**config.mk**
```make
export PLATFORM = sky130hd
export DESIGN_NAME = lxf_framer
export DESIGN_NICKNAME = d
export VERILOG_FILES = /design/src/lxf_framer.v /design/src/lxf_crc32.v /design/src/lxf_cir.v
export VERILOG_INCLUDE_DIRS = /design/src
export SDC_FILE = /design/constraint.sdc
export NUM_CORES = 1
export LEC_CHECK = 0
export BUFFER_PORTS_ARGS = -buffer_cell sky130_fd_sc_hd__buf_2
export CORE_UTILIZATION = 45
export CTS_BUF_LIST = sky130_fd_sc_hd__clkbuf_8
export CTS_CLUSTER_SIZE = 24
export DETAILED_ROUTE_END_ITERATION = 10
export SLEW_MARGIN = 25
export SYNTH_ARGS = -nofsm -noshare
export SYNTH_HDL_FRONTEND = slang
export SYNTH_SLANG_ARGS = --single-unit
```
**constraint.sdc**
```tcl
create_clock -name pclk -period 7.76 [get_ports pclk]
set_input_delay 1.164 -clock pclk [delete_from_list [all_inputs] [get_ports pclk]]
set_output_delay 1.164 -clock pclk [all_outputs]
set_load 0.05 [all_outputs]
```
**src/lxf_defs.vh**
```
// Purpose: constants for the lap framer with rate controller
// Assumes: 40 MHz pclk, APB register access, byte-synchronous serial line
// Notes: included by every design file of the framer
// Notes on behaviour
// [RULE_01] laps mode bit set: every outgoing frame gets lap framing.
// [RULE_02] frame is flag, address, control, sapi, mac data, then 32 bit fcs.
// [RULE_03] order: build, fcs, escaping, closing flag, then optional scrambling.
// [RULE_04] transmit body octet 7E becomes 7D 5E, octet 7D becomes 7D 5D.
// [RULE_05] each transmitted frame ends with one 7E flag.
// [RULE_06] receiver descrambles, hunts for 7E opening flag, ends at closing flag.
// [RULE_07] receiver deletes rate adaptation pair 7D DD.
// [RULE_08] receiver turns 7D 5E into 7E and 7D 5D into 7D.
// [RULE_09] received address, control and sapi must match programmed values, else abort.
// [RULE_10] received 7D 7E aborts the frame.
// [RULE_11] frame with bad fcs is aborted.
// [RULE_12] frame shorter than 6 octets is aborted.
// [RULE_13] 7D followed by anything but 5D, 5E, 7E, DD aborts.
// [RULE_14] rate control limits only mac-to-serial traffic.
// [RULE_15] committed rate in 500 kbps steps, 0 to 52 Mbps.
// [RULE_16] transmitter requests a frame only while credit is positive.
// [RULE_17] after each frame, credit drops by the frame size in bytes.
// [RULE_18] every 125 ms credit grows by the rate over eight.
// [RULE_19] credit unused for 250 ms is cleared to zero.
// [RULE_20] credit never goes negative; no frame leaves without credit.
// [RULE_21] software keeps the committed rate at or below the line rate.
// [RULE_22] queue above high watermark raises flow control toward ethernet; the code also raises it with the level equal to the watermark.
// [RULE_23] scrambler is x^43+1, free running, never reset.
// [RULE_24] aborted receive frame reaches the queue with an abort marker.
`ifndef LXF_DEFS_VH
`define LXF_DEFS_VH
// register byte offsets
`define LXF_OFF_CTRL      12'h000
`define LXF_OFF_HDR       12'h004
`define LXF_OFF_CIR       12'h008
`define LXF_OFF_WMARK     12'h00C
`define LXF_OFF_CREDIT    12'h010
`define LXF_OFF_RXSTAT    12'h014
// control fields
`define LXF_CTRL_LAPS     0
`define LXF_CTRL_SCR      1
// reset values
`define LXF_RST_CTRL      2'h0
`define LXF_RST_HDR       32'h00000000
`define LXF_RST_CIR       7'h00
`define LXF_RST_WMARK     16'hFFFF
// rate setting: 500 kbps units, top 52 Mbps
`define LXF_CIR_MAX       7'h68
`define LXF_CIR_STEP_BPS  500000
// credit period and expiry
`define LXF_CLK_HZ        40000000
`define LXF_TICK_MS       125
`define LXF_CLEAR_MS      250
`define LXF_TICK_CYCLES   (`LXF_TICK_MS * (`LXF_CLK_HZ / 1000))
`define LXF_CLEAR_TICKS   (`LXF_CLEAR_MS / `LXF_TICK_MS)
// octets
`define LXF_FLAG          8'h7E
`define LXF_ESC           8'h7D
`define LXF_ESC_7E        8'h5E
`define LXF_ESC_7D        8'h5D
`define LXF_RATE_ADAPT    8'hDD
`define LXF_ESC_XOR       8'h20
`define LXF_MIN_OCTETS    16'h0006
`define LXF_HDR_OCTETS    3'h4
// fcs
`define LXF_CRC_POLY      32'hEDB88320
`define LXF_CRC_INIT      32'hFFFFFFFF
`define LXF_CRC_RESIDUE   32'hDEBB20E3
`endif

```
**src/lxf_framer.v**
```verilog
// Purpose: lap framer, deframer and rate gate behind an APB slave
// Assumes: serial clocks are slow pins sampled by pclk; bsync marks bit one
// Notes: received fcs octets are forwarded ahead of the end marker
`timescale 1ns/1ps
`include "lxf_defs.vh"
module lxf_framer
#(
	parameter TICK_CYCLES = `LXF_TICK_CYCLES
)
(
	// apb
	input  wire        pclk,
	input  wire        presetn,
	input  wire        psel,
	input  wire        penable,
	input  wire        pwrite,
	input  wire [11:0] paddr,
	input  wire [31:0] pwdata,
	output reg  [31:0] prdata,
	output wire        pready,
	output wire        pslverr,
	// frames from the mac queue
	input  wire        txq_valid,
	input  wire [7:0]  txq_data,
	input  wire        txq_last,
	input  wire [15:0] txq_level,
	output wire        txq_ready,
	output wire        tx_frame_req,
	output wire        eth_flow_ctrl,
	// frames to the mac queue
	output reg         rxq_valid,
	output reg  [7:0]  rxq_data,
	output reg         rxq_last,
	output reg         rxq_abort,
	// serial line
	input  wire        tx_clk,
	output reg         tx_data_q,
	output reg         tx_bsync_q,
	input  wire        rx_clk,
	input  wire        rx_data,
	input  wire        rx_bsync
);
	localparam ST_IDLE  = 3'h0;
	localparam ST_HDR   = 3'h1;
	localparam ST_BODY  = 3'h2;
	localparam ST_FCS   = 3'h3;
	localparam ST_CLOSE = 3'h4;
	localparam RS_HUNT  = 1'b0;
	localparam RS_IN    = 1'b1;

	reg  [1:0]  ctrl_q;
	reg  [31:0] hdr_q;
	reg  [6:0]  cir_q;
	reg  [15:0] wmark_q;
	reg  [15:0] rx_good_q;
	reg  [15:0] rx_abort_q;
	reg  [2:0]  tx_sync_q;
	reg  [2:0]  rx_sync_q;
	reg  [1:0]  rxd_sync_q;
	reg  [1:0]  rxb_sync_q;
	reg  [42:0] tx_scr_q;
	reg  [42:0] rx_scr_q;
	reg  [2:0]  tx_st_q;
	reg  [2:0]  tx_idx_q;
	reg  [7:0]  tx_sh_q;
	reg  [2:0]  tx_bit_q;
	reg         tx_esc_q;
	reg  [7:0]  tx_esc_byte_q;
	reg  [15:0] tx_len_q;
	reg         rx_st_q;
	reg         rx_esc_q;
	reg  [7:0]  rx_sh_q;
	reg  [2:0]  rx_bit_q;
	reg  [15:0] rx_cnt_q;
	reg         rx_bad_q;
	reg  [7:0]  tx_raw;
	reg  [7:0]  tx_out;
	reg         tx_crc_en;
	reg  [7:0]  rx_byte;
	wire        wr_en;
	wire        rd_en;
	wire        hit;
	wire        tx_edge;
	wire        rx_edge;
	wire        tx_load;
	wire        tx_start;
	wire        tx_line_bit;
	wire        rx_line_bit;
	wire        rx_clear_bit;
	wire        rx_byte_ev;
	wire        rx_data_ev;
	wire        rx_end;
	wire        rx_abort_ev;
	wire        rx_hdr_bad;
	wire [31:0] tx_crc;
	wire        rx_crc_good;
	wire [23:0] credit;
	wire        credit_ok;
	wire        laps_mode_enable;
	wire        scr_en;
	wire [7:0]  laps_expected_address;
	wire [7:0]  laps_expected_control;
	wire [7:0]  laps_expected_sapi_high;
	wire [7:0]  laps_expected_sapi_low;

	// header field of a given index
	function [7:0] lxf_hdr_byte;
		input [31:0] h;
		input [2:0]  idx;
		begin
			case (idx[1:0])
				2'h0:    lxf_hdr_byte = h[7:0];
				2'h1:    lxf_hdr_byte = h[15:8];
				2'h2:    lxf_hdr_byte = h[23:16];
				default: lxf_hdr_byte = h[31:24];
			endcase
		end
	endfunction

	assign laps_mode_enable        = ctrl_q[`LXF_CTRL_LAPS];
	assign scr_en                  = ctrl_q[`LXF_CTRL_SCR];
	assign laps_expected_address   = hdr_q[7:0];
	assign laps_expected_control   = hdr_q[15:8];
	assign laps_expected_sapi_high = hdr_q[23:16];
	assign laps_expected_sapi_low  = hdr_q[31:24];

	// apb decode, zero wait states
	assign wr_en   = psel & penable & pwrite;
	assign rd_en   = psel & ~pwrite;
	assign hit     = (paddr == `LXF_OFF_CTRL) | (paddr == `LXF_OFF_HDR) |
		(paddr == `LXF_OFF_CIR) | (paddr == `LXF_OFF_WMARK) |
		(paddr == `LXF_OFF_CREDIT) | (paddr == `LXF_OFF_RXSTAT);
	assign pready  = 1'b1;
	assign pslverr = psel & penable & ~hit;

	// register writes
	always @(posedge pclk or negedge presetn)
	begin
		if (!presetn)
		begin
			ctrl_q  <= `LXF_RST_CTRL;
			hdr_q   <= `LXF_RST_HDR;
			cir_q   <= `LXF_RST_CIR;
			wmark_q <= `LXF_RST_WMARK;
		end
		else if (wr_en)
		begin
			case (paddr)
				`LXF_OFF_CTRL:  ctrl_q  <= pwdata[1:0];
				`LXF_OFF_HDR:   hdr_q   <= pwdata;
				// [RULE_15] clamp to 52 Mbps
				`LXF_OFF_CIR:   cir_q   <= (pwdata[6:0] > `LXF_CIR_MAX) ?
					`LXF_CIR_MAX : pwdata[6:0];
				`LXF_OFF_WMARK: wmark_q <= pwdata[15:0];
				default:        ;
			endcase
		end
	end

	// read data, registered in setup cycle
	always @(posedge pclk or negedge presetn)
	begin
		if (!presetn)
			prdata <= 32'h00000000;
		else if (rd_en & ~penable)
		begin
			case (paddr)
				`LXF_OFF_CTRL:   prdata <= {30'h0000000, ctrl_q};
				`LXF_OFF_HDR:    prdata <= hdr_q;
				`LXF_OFF_CIR:    prdata <= {25'h000000, cir_q};
				`LXF_OFF_WMARK:  prdata <= {16'h0000, wmark_q};
				`LXF_OFF_CREDIT: prdata <= {8'h00, credit};
				`LXF_OFF_RXSTAT: prdata <= {rx_abort_q, rx_good_q};
				default:         prdata <= 32'h00000000;
			endcase
		end
	end

	// [RULE_22] watermark flow control
	assign eth_flow_ctrl = (txq_level >= wmark_q);

	// pin synchronisers and edge finders
	always @(posedge pclk or negedge presetn)
	begin
		if (!presetn)
		begin
			tx_sync_q  <= 3'h0;
			rx_sync_q  <= 3'h0;
			rxd_sync_q <= 2'h0;
			rxb_sync_q <= 2'h0;
		end
		else
		begin
			tx_sync_q  <= {tx_sync_q[1:0], tx_clk};
			rx_sync_q  <= {rx_sync_q[1:0], rx_clk};
			rxd_sync_q <= {rxd_sync_q[0], rx_data};
			rxb_sync_q <= {rxb_sync_q[0], rx_bsync};
		end
	end
	assign tx_edge = tx_sync_q[1] & ~tx_sync_q[2];
	assign rx_edge = rx_sync_q[1] & ~rx_sync_q[2];

	// [RULE_14] credit gates only the mac-to-serial path
	lxf_cir #(
		.TICK_CYCLES (TICK_CYCLES)
	) u_cir (
		.pclk        (pclk),
		.presetn     (presetn),
		.cir         (cir_q),
		.debit       (tx_load & ~tx_esc_q & (tx_st_q == ST_CLOSE)),
		.debit_bytes (tx_len_q),
		.credit_q    (credit),
		.credit_ok   (credit_ok)
	);

	// transmit: new octet needed at byte boundary
	assign tx_load  = tx_edge & (tx_bit_q == 3'h0);
	// [RULE_16] [RULE_20] no request without credit
	assign tx_frame_req = laps_mode_enable & credit_ok & (tx_st_q == ST_IDLE);
	// [RULE_01] lap frames only in laps mode
	assign tx_start = tx_frame_req & txq_valid;
	assign txq_ready = tx_load & ~tx_esc_q & (tx_st_q == ST_BODY);

	// [RULE_02] [RULE_03] octet before escaping, fcs over raw octets
	always @*
	begin
		tx_raw    = `LXF_FLAG;
		tx_crc_en = 1'b0;
		case (tx_st_q)
			ST_HDR:
			begin
				tx_raw    = lxf_hdr_byte(hdr_q, tx_idx_q);
				tx_crc_en = tx_load & ~tx_esc_q;
			end
			ST_BODY:
			begin
				tx_raw    = txq_data;
				tx_crc_en = tx_load & ~tx_esc_q;
			end
			ST_FCS:  tx_raw = lxf_hdr_byte(~tx_crc, tx_idx_q);
			default: tx_raw = `LXF_FLAG;
		endcase
		// [RULE_04] transparency escape
		if (tx_esc_q)
			tx_out = tx_esc_byte_q;
		else if (((tx_st_q == ST_HDR) | (tx_st_q == ST_BODY) | (tx_st_q == ST_FCS)) &
			((tx_raw == `LXF_FLAG) | (tx_raw == `LXF_ESC)))
			tx_out = `LXF_ESC;
		else
			tx_out = tx_raw;
	end

	lxf_crc32 u_tx_crc (
		.pclk    (pclk),
		.presetn (presetn),
		.clr     (tx_start & tx_load),
		.en      (tx_crc_en),
		.din     (tx_raw),
		.crc_q   (tx_crc),
		.good    ()
	);

	// transmit sequencer
	always @(posedge pclk or negedge presetn)
	begin
		if (!presetn)
		begin
			tx_st_q       <= ST_IDLE;
			tx_idx_q      <= 3'h0;
			tx_esc_q      <= 1'b0;
			tx_esc_byte_q <= 8'h00;
			tx_len_q      <= 16'h0000;
		end
		else if (tx_load)
		begin
			if (tx_esc_q)
				tx_esc_q <= 1'b0;
			else
			begin
				if ((tx_out == `LXF_ESC) & (tx_st_q != ST_IDLE) & (tx_st_q != ST_CLOSE))
				begin
					tx_esc_q      <= 1'b1;
					tx_esc_byte_q <= tx_raw ^ `LXF_ESC_XOR;
				end
				case (tx_st_q)
					ST_IDLE:
					if (tx_start)
					begin
						tx_st_q  <= ST_HDR;
						tx_idx_q <= 3'h0;
						tx_len_q <= 16'h0000;
					end
					ST_HDR:
					begin
						tx_idx_q <= tx_idx_q + 3'h1;
						if (tx_idx_q == `LXF_HDR_OCTETS - 3'h1)
							tx_st_q <= ST_BODY;
					end
					ST_BODY:
					begin
						tx_len_q <= tx_len_q + 16'h0001;
						tx_idx_q <= 3'h0;
						if (txq_last)
							tx_st_q <= ST_FCS;
					end
					ST_FCS:
					begin
						tx_idx_q <= tx_idx_q + 3'h1;
						if (tx_idx_q == `LXF_HDR_OCTETS - 3'h1)
							tx_st_q <= ST_CLOSE;
					end
					// [RULE_05] single closing flag
					default: tx_st_q <= ST_IDLE;
				endcase
			end
		end
	end

	// [RULE_23] free-running x^43+1 scrambler, never cleared
	assign tx_line_bit = tx_load ? tx_out[7] : tx_sh_q[7];
	always @(posedge pclk)
	begin
		if (tx_edge & scr_en)
			tx_scr_q <= {tx_scr_q[41:0], tx_line_bit ^ tx_scr_q[42]};
	end

	// transmit shifter, msb first
	always @(posedge pclk or negedge presetn)
	begin
		if (!presetn)
		begin
			tx_sh_q    <= `LXF_FLAG;
			tx_bit_q   <= 3'h0;
			tx_data_q  <= 1'b0;
			tx_bsync_q <= 1'b0;
		end
		else if (tx_edge)
		begin
			tx_sh_q    <= tx_load ? {tx_out[6:0], 1'b0} : {tx_sh_q[6:0], 1'b0};
			tx_bit_q   <= tx_bit_q + 3'h1;
			// [RULE_03] scrambling last
			tx_data_q  <= scr_en ? (tx_line_bit ^ tx_scr_q[42]) : tx_line_bit;
			tx_bsync_q <= tx_load;
		end
	end

	// [RULE_06] [RULE_23] self-synchronous descrambler
	assign rx_clear_bit = scr_en ? (rxd_sync_q[1] ^ rx_scr_q[42]) : rxd_sync_q[1];
	always @(posedge pclk)
	begin
		if (rx_edge)
			rx_scr_q <= {rx_scr_q[41:0], rxd_sync_q[1]};
	end
	assign rx_line_bit = rx_clear_bit;

	// receive octet assembly aligned to byte sync
	always @(posedge pclk or negedge presetn)
	begin
		if (!presetn)
		begin
			rx_sh_q  <= 8'h00;
			rx_bit_q <= 3'h0;
		end
		else if (rx_edge)
		begin
			rx_sh_q  <= {rx_sh_q[6:0], rx_line_bit};
			rx_bit_q <= rxb_sync_q[1] ? 3'h1 : rx_bit_q + 3'h1;
		end
	end
	assign rx_byte_ev = rx_edge & (rxb_sync_q[1] ? 1'b0 : (rx_bit_q == 3'h7));

	// receive octet classification
	always @*
	begin
		rx_byte = {rx_sh_q[6:0], rx_line_bit};
		// [RULE_08] unescape
		if (rx_esc_q & (rx_byte == `LXF_ESC_7E))
			rx_byte = `LXF_FLAG;
		else if (rx_esc_q & (rx_byte == `LXF_ESC_7D))
			rx_byte = `LXF_ESC;
	end
	assign rx_data_ev  = rx_byte_ev & (rx_st_q == RS_IN) & ~rx_bad_q &
		(rx_esc_q ? (({rx_sh_q[6:0], rx_line_bit} == `LXF_ESC_7E) |
		({rx_sh_q[6:0], rx_line_bit} == `LXF_ESC_7D)) :
		(rx_byte != `LXF_ESC) & (rx_byte != `LXF_FLAG));
	// [RULE_06] closing flag ends the frame
	assign rx_end      = rx_byte_ev & (rx_st_q == RS_IN) & ~rx_esc_q &
		(rx_byte == `LXF_FLAG) & (rx_cnt_q != 16'h0000);
	// [RULE_09] header mismatch
	assign rx_hdr_bad  = rx_data_ev & (rx_cnt_q < 16'h0004) &
		(rx_byte != lxf_hdr_byte(hdr_q, rx_cnt_q[2:0]));
	// [RULE_10] [RULE_13] bad escape pairs; [RULE_07] 7D DD dropped
	assign rx_abort_ev = rx_byte_ev & (rx_st_q == RS_IN) & rx_esc_q &
		({rx_sh_q[6:0], rx_line_bit} != `LXF_ESC_7E) &
		({rx_sh_q[6:0], rx_line_bit} != `LXF_ESC_7D) &
		({rx_sh_q[6:0], rx_line_bit} != `LXF_RATE_ADAPT);

	lxf_crc32 u_rx_crc (
		.pclk    (pclk),
		.presetn (presetn),
		.clr     (rx_byte_ev & (rx_byte == `LXF_FLAG) & ~rx_esc_q),
		.en      (rx_data_ev),
		.din     (rx_byte),
		.crc_q   (),
		.good    (rx_crc_good)
	);

	// receive sequencer and queue output
	always @(posedge pclk or negedge presetn)
	begin
		if (!presetn)
		begin
			rx_st_q    <= RS_HUNT;
			rx_esc_q   <= 1'b0;
			rx_cnt_q   <= 16'h0000;
			rx_bad_q   <= 1'b0;
			rxq_valid  <= 1'b0;
			rxq_data   <= 8'h00;
			rxq_last   <= 1'b0;
			rxq_abort  <= 1'b0;
			rx_good_q  <= 16'h0000;
			rx_abort_q <= 16'h0000;
		end
		else
		begin
			rxq_valid <= 1'b0;
			rxq_last  <= 1'b0;
			rxq_abort <= 1'b0;
			if (rx_byte_ev)
			begin
				rx_esc_q <= ~rx_esc_q & (rx_byte == `LXF_ESC) & (rx_st_q == RS_IN);
				// [RULE_06] hunt for opening flag
				if ((rx_st_q == RS_HUNT) & (rx_byte == `LXF_FLAG))
				begin
					rx_st_q  <= RS_IN;
					rx_cnt_q <= 16'h0000;
					rx_bad_q <= 1'b0;
				end
			end
			if (rx_data_ev)
			begin
				rx_cnt_q <= rx_cnt_q + 16'h0001;
				if (rx_cnt_q >= 16'h0004)
				begin
					rxq_valid <= 1'b1;
					rxq_data  <= rx_byte;
				end
			end
			if (rx_hdr_bad | rx_abort_ev | rx_end)
			begin
				// [RULE_24] end marker with abort flag
				rxq_valid <= 1'b1;
				rxq_last  <= 1'b1;
				rxq_data  <= 8'h00;
				// [RULE_11] [RULE_12] fcs and length checks
				rxq_abort <= rx_hdr_bad | rx_abort_ev | rx_bad_q | ~rx_crc_good |
					(rx_cnt_q < `LXF_MIN_OCTETS);
				if (rx_hdr_bad | rx_abort_ev | rx_bad_q | ~rx_crc_good |
					(rx_cnt_q < `LXF_MIN_OCTETS))
					rx_abort_q <= rx_abort_q + 16'h0001;
				else
					rx_good_q <= rx_good_q + 16'h0001;
				rx_cnt_q <= 16'h0000;
				rx_bad_q <= 1'b0;
				rx_st_q  <= rx_end ? RS_IN : RS_HUNT;
				if (!rx_end)
					rx_esc_q <= 1'b0;
			end
		end
	end
endmodule // lxf_framer

```
**src/lxf_crc32.v**
```verilog
// Purpose: byte-wide 32 bit fcs engine
// Assumes: bits of each octet taken lsb first
// Notes: good flags the fixed residue after the fcs octets
`timescale 1ns/1ps
`include "lxf_defs.vh"
module lxf_crc32
(
	// clock and reset
	input  wire        pclk,
	input  wire        presetn,
	// control and data
	input  wire        clr,
	input  wire        en,
	input  wire [7:0]  din,
	// result
	output reg  [31:0] crc_q,
	output wire        good
);
	// one octet through the reflected polynomial
	function [31:0] lxf_crc_byte;
		input [31:0] c;
		input [7:0]  d;
		integer      i;
		reg   [31:0] r;
		begin
			r = c;
			for (i = 0; i < 8; i = i + 1)
				r = (r[0] ^ d[i]) ? ((r >> 1) ^ `LXF_CRC_POLY) : (r >> 1);
			lxf_crc_byte = r;
		end
	endfunction

	// running remainder
	always @(posedge pclk or negedge presetn)
	begin
		if (!presetn)
			crc_q <= `LXF_CRC_INIT;
		else if (clr)
			crc_q <= `LXF_CRC_INIT;
		else if (en)
			crc_q <= lxf_crc_byte(crc_q, din);
	end

	assign good = (crc_q == `LXF_CRC_RESIDUE);
endmodule // lxf_crc32

```
**src/lxf_cir.v**
```verilog
// Purpose: committed rate credit counter
// Assumes: debit pulses once per sent frame
// Notes: credit saturates at all ones
`timescale 1ns/1ps
`include "lxf_defs.vh"
module lxf_cir
#(
	parameter TICK_CYCLES = `LXF_TICK_CYCLES
)
(
	// clock and reset
	input  wire        pclk,
	input  wire        presetn,
	// setting and debit
	input  wire [6:0]  cir,
	input  wire        debit,
	input  wire [15:0] debit_bytes,
	// state
	output reg  [23:0] credit_q,
	output wire        credit_ok
);
	reg  [31:0] tick_cnt_q;
	reg  [1:0]  idle_q;
	reg  [23:0] credit_d;
	reg  [24:0] sum;
	wire        tick;
	wire [20:0] prod;

	// period timer
	assign tick = (tick_cnt_q == TICK_CYCLES - 1);
	always @(posedge pclk or negedge presetn)
	begin
		if (!presetn)
			tick_cnt_q <= 32'h00000000;
		else if (tick)
			tick_cnt_q <= 32'h00000000;
		else
			tick_cnt_q <= tick_cnt_q + 32'h00000001;
	end

	// twice the rate times 500k, times 125 ms, over 8 bits per byte
	assign prod = cir * 21'h03D09;

	// credit update
	always @*
	begin
		sum = 25'h000000;
		// [RULE_17] debit frame size
		// [RULE_20] floor at zero
		if (debit)
			credit_d = (credit_q > {8'h00, debit_bytes}) ?
				(credit_q - {8'h00, debit_bytes}) : 24'h000000;
		else
			credit_d = credit_q;
		if (tick)
		begin
			// [RULE_19] stale credit cleared
			if (!debit && (idle_q == `LXF_CLEAR_TICKS - 1))
				credit_d = 24'h000000;
			// [RULE_18] periodic rate grant
			sum = {1'b0, credit_d} + {5'h00, prod[20:1]};
			credit_d = sum[24] ? 24'hFFFFFF : sum[23:0];
		end
	end

	always @(posedge pclk or negedge presetn)
	begin
		if (!presetn)
		begin
			credit_q <= 24'h000000;
			idle_q   <= 2'h0;
		end
		else
		begin
			credit_q <= credit_d;
			if (debit)
				idle_q <= 2'h0;
			else if (tick)
				idle_q <= (idle_q == `LXF_CLEAR_TICKS - 1) ? 2'h0 : idle_q + 2'h1;
		end
	end

	// [RULE_16] request only on positive balance
	assign credit_ok = (credit_q != 24'h000000);
endmodule // lxf_cir

```
==> impl_results.md, run 1 <==
- Via total after detailed routing: between 15000 and 20000
- Maximum fanout along the worst path: 19
- Depth of the worst register-to-register path: 25
- Endpoint of the worst hold path: tx_sync_q[1]
- Worst-Skew Late Latency: about 0.67 ns
- Setup slack, reg-to-reg: 1.30 ns
- Die Outline Area: 53400 um^2
- Rel. slew slack: between 20% and 30%
- Period utilization: between 80 and 90%
- Cell at the root of the clock tree: sky130_fd_sc_hd__clkbuf_8
- Height of the die: around 230 um
- Cell area after synthesis: 23600 um^2
- Top Ports: around 130
- Num CTS Buffers: between 70 and 80
- Max-cap violations: 0
- Max rail drop VDD: approximately 0.38 mV
- RR Endpoint: u_cir.credit_q[10]
- Die extent in x: 231 um
- Setup violators final: 0
- Number of enable-type register cells in the synthesized netlist: 86
- Final-report hold violation count: 0
- Post-CTS setup buffers: 0
- Clock transition at the registers of the reported paths: around 0.07 ns
- CP required: approximately 8.3 ns
- Number of resized instances in the post-cts repair step: 0
- Most frequent standard cell in the layout excluding fill and tap cells: sky130_fd_sc_hd__dfrtp_1
- Synth Area per Inst: between 10 and 15 um^2
- DRC: 0
- Placed wire-length estimate after detailed placement: roughly 47 mm
- Slack of the critical path: 1.30 ns
- Top library cells by usage in the layout, fill and taps aside: 249 x sky130_fd_sc_hd__dfrtp_1, 181 x sky130_fd_sc_hd__nor2_1, 180 x sky130_fd_sc_hd__nand2_1, 180 x sky130_fd_sc_hd__xnor2_1, 152 x sky130_fd_sc_hd__a21oi_1
- Source of the worst register-to-register timing path: cir_q[2]
- Number of distinct library cells after synthesis: 98
- Total nets after synthesis: between 2000 and 2500
- Grt total ovfl: 0
- CTS tree: yes
- Power density over the cells: 297 nW/um^2
- Sequential area share after synthesis: 46.9%
- Worst clock skew: ~0.028 ns
- Buffers added on ports: ~130
- Average wire length per cell after detail routing: slightly above 20 um
- Worst slack at placement: approximately 1.4 ns
- CTS H-Tree Depth: 3
- Final estimated routing congestion in global placement: 0.949
- Vias in the first global route: 17981
- Global-route usage over all layers: 24.4%
- Ratio of routed vias to standard cells: 5.69
- Area delta synth->final: 12.8%
- Antenna Violating Nets Remaining: 0
- Most used flip-flop cell after synthesis: sky130_fd_sc_hd__dfrtp_1
- Crit path launch type: flop
- Nets: around 2600
- Number of cell rows: 83
- Min-delay src: tx_sync_q[0]
- Max Clock Freq: 0.155 GHz
- Hold-fix buffer count after cts: 0
- Number of max-slew violations in the final report: 0
- Global-route wire length before repair: 102 mm
- Min Tclk post-route: around 6.5 ns
- TritonCTS Sinks: 421
- Number of instances in the synthesized netlist: roughly 2300
- First-pass iteration count of the detailed router: 7
- Worst hold stages: 0
- Total core area: 51600 um^2
- Maximum number of pins on one net before global-route repair: around 120
- Accumulated negative setup slack: 0 ns
- Leakage dissipation: around 12 nW
- Synthesized flop and latch total: 421
- RSZ-0062 raised after global routing: false
- CP Class: reg2reg
- Total length of routed wires: roughly 65 mm
- Slew at the pin closest to its max-slew limit: between 1 and 1.5 ns
- Initial core utilization: between 40% and 50%
- Layout cells sized above 1: between 10% and 20%
- Critical Path Sink Type: flop
- Number of antenna violations at the first check in global routing: 0
- Worst-case clock buffer depth: 3
- Fraction of registers with async set or reset after synthesis: around 80%
- Data arrival time at the worst-slack endpoint: 7.02 ns
- Status: finished clean
- Starting DRT DRC Count: between 1000 and 1500
- Synth Warn #: 0
- Worst min-delay path category: reg2reg
==> synth_stat cells (all sizes together), types with 19 or more instances <==
library cell,instances,share of area [%]
buf,19,0.43
a211oi,22,0.76
mux2i,32,1.4
a21oi,153,3.3
nor2b,23,0.61
dfstp,86,9.6
nor3,60,1.3
ha,117,6.2
nand2b,26,0.69
mux2,54,2.6
nand2,181,2.9
inv,98,1.6
and3,33,0.87
nor2,184,2.9
nand3,70,1.5
edfxtp,86,11
o21ai,140,3.0
nand4,26,0.71
dfrtp,249,26
xnor2,189,7.4
xor2,80,3.2
clkbuf,69,1.1
nor4,19,0.53
==> cell families (layout without fill, tap and decap cells) <==
| group | after synthesis | count (layout) | synth area share, % |
|---|---|---|---|
| fa+ha+maj | 131 | 131 | 7.38 |
| mux | 86 | 86 | 3.93 |
| other cells | 1 | 2 | 0.0159 |
| buf+inv | 186 | 390 | 3.09 |
| xor+xnor | 271 | 271 | 10.8 |
| flops | 421 | 421 | 46.9 |
| simple gates | 697 | 697 | 14.6 |
| compound gates | 492 | 492 | 13.3 |
==> layer usage <==
metal / global-route usage (%) / part of all wire (%) / vias to the layer above / wire length, um
met5: 0 / 0 / - / 0
met4: 7.37 / 2.5 / 0 / 1590
met3: 4.33 / 5.9 / 107 / 3810
met2: 37.8 / 45 / 538 / 29300
met1: 34.8 / 46 / 8957 / 29900
li1: - / - / 8449 / -
==> how the worst max path moves through the flow <==
| stage | endpoint | depth (start not counted) | from |
|---|---|---|---|
| 3_5_place_dp | u_cir.credit_q[5] | 25 | cir_q[2] |
| 3_3_place_gp | u_cir.credit_q[7] | 23 | cir_q[2] |
| 5_1_grt | u_cir.credit_q[2] | 25 | cir_q[2] |
| 4_1_cts | u_cir.credit_q[10] | 25 | cir_q[2] |
| 2_1_floorplan | u_cir.credit_q[3] | 24 | cir_q[2] |
| 6_report | u_cir.credit_q[10] | 25 | cir_q[2] |
==> worst max-delay path, cell delays in order, from the launching register on <==
cell and delay [ns]:
sky130_fd_sc_hd__dfrtp_1 0.55, sky130_fd_sc_hd__inv_1 0.12, sky130_fd_sc_hd__fa_1 0.51, sky130_fd_sc_hd__inv_1 0.06, sky130_fd_sc_hd__ha_1 0.27, sky130_fd_sc_hd__inv_1 0.05, sky130_fd_sc_hd__fa_1 0.52, sky130_fd_sc_hd__inv_1 0.05
sky130_fd_sc_hd__fa_1 0.45, sky130_fd_sc_hd__ha_1 0.38, sky130_fd_sc_hd__nand3_1 0.12, sky130_fd_sc_hd__nand2_1 0.05, sky130_fd_sc_hd__a41o_1 0.21, sky130_fd_sc_hd__o21ai_0 0.20, sky130_fd_sc_hd__a21boi_0 0.15, sky130_fd_sc_hd__o21a_1 0.20
sky130_fd_sc_hd__nor2_1 0.11, sky130_fd_sc_hd__xnor2_1 0.08, sky130_fd_sc_hd__ha_1 0.34, sky130_fd_sc_hd__o21a_1 0.19, sky130_fd_sc_hd__o32a_1 0.17, sky130_fd_sc_hd__o41ai_1 0.11, sky130_fd_sc_hd__o21ai_0 0.49, sky130_fd_sc_hd__a41o_1 0.70
sky130_fd_sc_hd__nor2_1 0.12, sky130_fd_sc_hd__a21oi_1 0.16
==> stage by stage <==
step	instance area [um^2]	utilization [%]	total power, mW	instances	hold WS, ns
after global placement	25000	48.4	5.65	3024	0.334
after detailed placement	25000	48.4	5.69	3024	0.335
final	26700	51.7	7.91	3170	0.348
after floorplan	23600	-	5.09	2285	0.331
after CTS	26600	51.6	7.98	3168	0.350
after global routing	26700	51.7	8.33	3169	0.356
==> final cells by class <==
| type | instances | area [um^2] |
|---|---|---|
| clock inverters | 47 | 317 |
| diodes | 1 | 2.50 |
| fillers | 4674 | 24900 |
| inverters | 98 | 368 |
| well taps | 680 | 851 |
| multi-input cells | 1678 | 11900 |
| flip-flops and latches | 421 | 11100 |
| repair buffers | 148 | 840 |
| clock buffers | 97 | 1340 |
==> flip-flops by register name (all words and copies together) (netlist names), 16 cells and up <==
signal,count
rx_good_q,16
tx_len_q,16
u_cir.tick_cnt_q,32
tx_scr_q,43
rx_scr_q,43
u_cir.credit_q,24
rx_cnt_q,16
prdata,32
wmark_q,16
rx_abort_q,16
u_rx_crc.crc_q,32
hdr_q,32
u_tx_crc.crc_q,32
==> report_power, final <==
| part | internal [mW] | switching, mW |
|---|---|---|
| Clock | 1.24 | 0.998 |
| Combinational | 1.35 | 1.65 |
| Sequential | 2.49 | 0.180 |
(Power assumes the default switching activity.)
==> inputs of run 2 (changes only) <==
clock period = 5.4 ns   (was 7.76 ns; I/O delays follow)
==> impl_results.md, run 2 (synthesis gave the netlist of run 1 again) <==
- Global-route usage over all layers: 24.3% (-0.078 points)
- Worst clock skew: 0.0321 ns (+0.00371 ns)
- Failing checks: setup timing
- Leakage dissipation: 12.1 nW (+3.2%)
- CP required: 5.98 ns (-2.34 ns)
- Worst-Skew Late Latency: 0.66 ns (about the same)
- CTS H-Tree Depth: 3 (unchanged)
- Initial core utilization: 45.8% (unchanged)
- Max rail drop VDD: 0.570 mV (+49%)
- Height of the die: 231 um (unchanged)
- Worst-case clock buffer depth: 3 (unchanged)
- Most frequent standard cell in the layout excluding fill and tap cells: sky130_fd_sc_hd__dfrtp_1
- Power density over the cells: 408 nW/um^2 (+38%)
- Setup violators final: 1 (+1)
- Num CTS Buffers: 73 (-5.2%)
- Slew at the pin closest to its max-slew limit: 1.05 ns (-0.00775 ns)
- Die Outline Area: 53400 um^2 (unchanged)
- Top library cells by usage in the layout, fill and taps aside: 248 x sky130_fd_sc_hd__dfrtp_1, 180 x sky130_fd_sc_hd__xnor2_1, 179 x sky130_fd_sc_hd__nand2_1, 169 x sky130_fd_sc_hd__nor2_1, 147 x sky130_fd_sc_hd__a21oi_1
- Grt total ovfl: 0 (unchanged)
- Ratio of routed vias to standard cells: 5.64 (-0.99%)
- Rel. slew slack: 29.3% (+1.0 points)
- Status: complete, but fails checks
- Average wire length per cell after detail routing: 20.0 um (-2.1%)
- Data arrival time at the worst-slack endpoint: 6.00 ns (-1.02 ns)
- Worst min-delay path category: in2async
- Depth of the worst register-to-register path: 26 (+4.0%)
- Total core area: 51600 um^2 (unchanged)
- Maximum number of pins on one net before global-route repair: 130 (+6.6%)
- Cell at the root of the clock tree: sky130_fd_sc_hd__clkbuf_8
- Total non-filler cell area in the finished layout: 27300 um^2 (+2.5%)
- Crit path launch type: flop
- Global-route wire length before repair: 101 mm (-0.64%)
- Die extent in x: 231 um (unchanged)
- Final-report hold violation count: 0 (unchanged)
- Critical Path Sink Type: flop
- CP Class: reg2reg
- Clock transition at the registers of the reported paths: 0.06 ns (about the same)
- Non-filler cells in the finished layout: 3232 (+2.0%)
- Via total after detailed routing: 18222 (+0.95%)
- Worst slack at placement: -0.163 ns (-1.55 ns)
- Beginning of the critical path: cir_q[3]
- RSZ-0062 raised after global routing: true
- Layout cells sized above 1: 21.7% (+2.9 points)
- DRC: 0 (unchanged)
- Max-cap violations: 0 (unchanged)
- Source of the worst register-to-register timing path: cir_q[3]
- Regs by FF count: rx_scr_q (43), tx_scr_q (43)
- Area delta synth->final: 15.6%
- Placed instance area: 25500 um^2 (+1.9%)
- Buffers added on ports: 127 (unchanged)
- Slack of the critical path: -0.0243 ns (-1.33 ns)
- Maximum fanout along the worst path: 5 (-14)
- Number of max-slew violations in the final report: 0 (unchanged)
- Accumulated negative setup slack: -0.0243 ns (-0.0243 ns)
- Max Clock Freq: 0.184 GHz (+19%)
- First-pass iteration count of the detailed router: 5 (-2)
- Total length of routed wires: 64.5 mm (-0.23%)
- CTS tree: yes
- Starting DRT DRC Count: 1388 (+9.6%)
- Nets: 2698 (+2.4%)
- Top Ports: 129 (unchanged)
- Number of antenna violations at the first check in global routing: 4 (+4)
- Vias in the first global route: 17729 (-1.4%)
- Number of placed cells counting well taps: 3080 (+1.9%)
- Min Tclk post-route: 5.42 ns (-1.03 ns)
- Antenna Violating Nets Remaining: 0 (unchanged)
- Period utilization: 100% (+17 points)
- Hold slack final: 0.109 ns (-0.239 ns)
- TritonCTS Sinks: 421 (unchanged)
- Final estimated routing congestion in global placement: 0.900 (-5.1%)
- Number of cell rows: 83 (unchanged)
- Placed wire-length estimate after detailed placement: 46.7 mm (-0.63%)
==> run 2: final cells by class <==
| type | count | area (um^2) |
|---|---|---|
| tap | 680 | 851 |
| clock inverter | 45 | 275 |
| timing repair buffer | 216 | 1450 |
| antenna | 5 | 12.5 |
| multi-input combinational | 1678 | 12100 |
| inverter | 98 | 368 |
| clock buffer | 89 | 1220 |
| sequential | 421 | 11100 |
| fill | 4526 | 24300 |
==> run 2: worst paths after layout <==
| kind | to | slack, ns |
|---|---|---|
| setup / recovery | u_cir.credit_q[21] | -0.02 |
| hold / removal | rxq_last | 0.11 |
| setup reg to reg | u_cir.credit_q[21] | -0.02 |
| hold reg to reg | rxd_sync_q[1] | 0.35 |
| max in group asynchronous | prdata[11] | 3.91 |
| min in group pclk | tx_sync_q[0] | 0.26 |
==> run 2: through the flow <==
stage / total power, mW / util (%)
after floorplan: 7.32 / -
after global placement: 8.15 / 49.3
after detailed placement: 8.19 / 49.3
after CTS: 11.2 / 52.4
after global routing: 11.8 / 52.9
final: 11.2 / 52.9
==> run 2: power by group <==
group | switching, mW | leakage, nW | total [mW] | internal, mW
logic | 2.39 | 6.24 | 4.36 | 1.96
registers | 0.229 | 4.95 | 3.81 | 3.58
clock network | 1.35 | 0.895 | 2.99 | 1.64
total | 3.97 | 12.1 | 11.2 | 7.18
==> run 2: worst max-delay path, cell delays in order (launching register included) <==
cell,delay [ns]
sky130_fd_sc_hd__dfrtp_1,0.35
sky130_fd_sc_hd__inv_2,0.04
sky130_fd_sc_hd__fa_1,0.56
sky130_fd_sc_hd__inv_2,0.06
sky130_fd_sc_hd__ha_4,0.25
sky130_fd_sc_hd__inv_2,0.03
sky130_fd_sc_hd__fa_1,0.47
sky130_fd_sc_hd__inv_1,0.05
sky130_fd_sc_hd__fa_1,0.56
sky130_fd_sc_hd__ha_4,0.23
sky130_fd_sc_hd__nand3_2,0.07
sky130_fd_sc_hd__nand2_1,0.05
sky130_fd_sc_hd__a41o_1,0.23
sky130_fd_sc_hd__o21ai_2,0.15
sky130_fd_sc_hd__a21boi_2,0.08
sky130_fd_sc_hd__o21a_1,0.20
sky130_fd_sc_hd__nor2_1,0.12
sky130_fd_sc_hd__xnor2_1,0.13
sky130_fd_sc_hd__ha_2,0.21
sky130_fd_sc_hd__buf_4,0.13
sky130_fd_sc_hd__a2111oi_4,0.04
sky130_fd_sc_hd__o21ai_2,0.11
sky130_fd_sc_hd__a2111oi_2,0.10
sky130_fd_sc_hd__or3_4,0.40
sky130_fd_sc_hd__or4_1,0.52
sky130_fd_sc_hd__a21oi_1,0.14
sky130_fd_sc_hd__a211o_1,0.11
==> run 2: repair_timing <==
action | 4_1_cts | 5_1_grt
buffers inserted | 5 | 3
setup endpoints to repair | 22 | 24
endpoints found under the hold margin | 0 | 0
gates cloned | 0 | 3
resized for setup | 15 | 37
hold buffers | 0 | 0
pin swaps | 19 | 10
==> run 2: routing by layer <==
layer / part of all wire [%] / GRT usage (%)
met1: 47 / 35.0
met2: 44 / 36.0
met3: 6.1 / 5.19
met4: 2.9 / 8.80
met5: 0 / 0
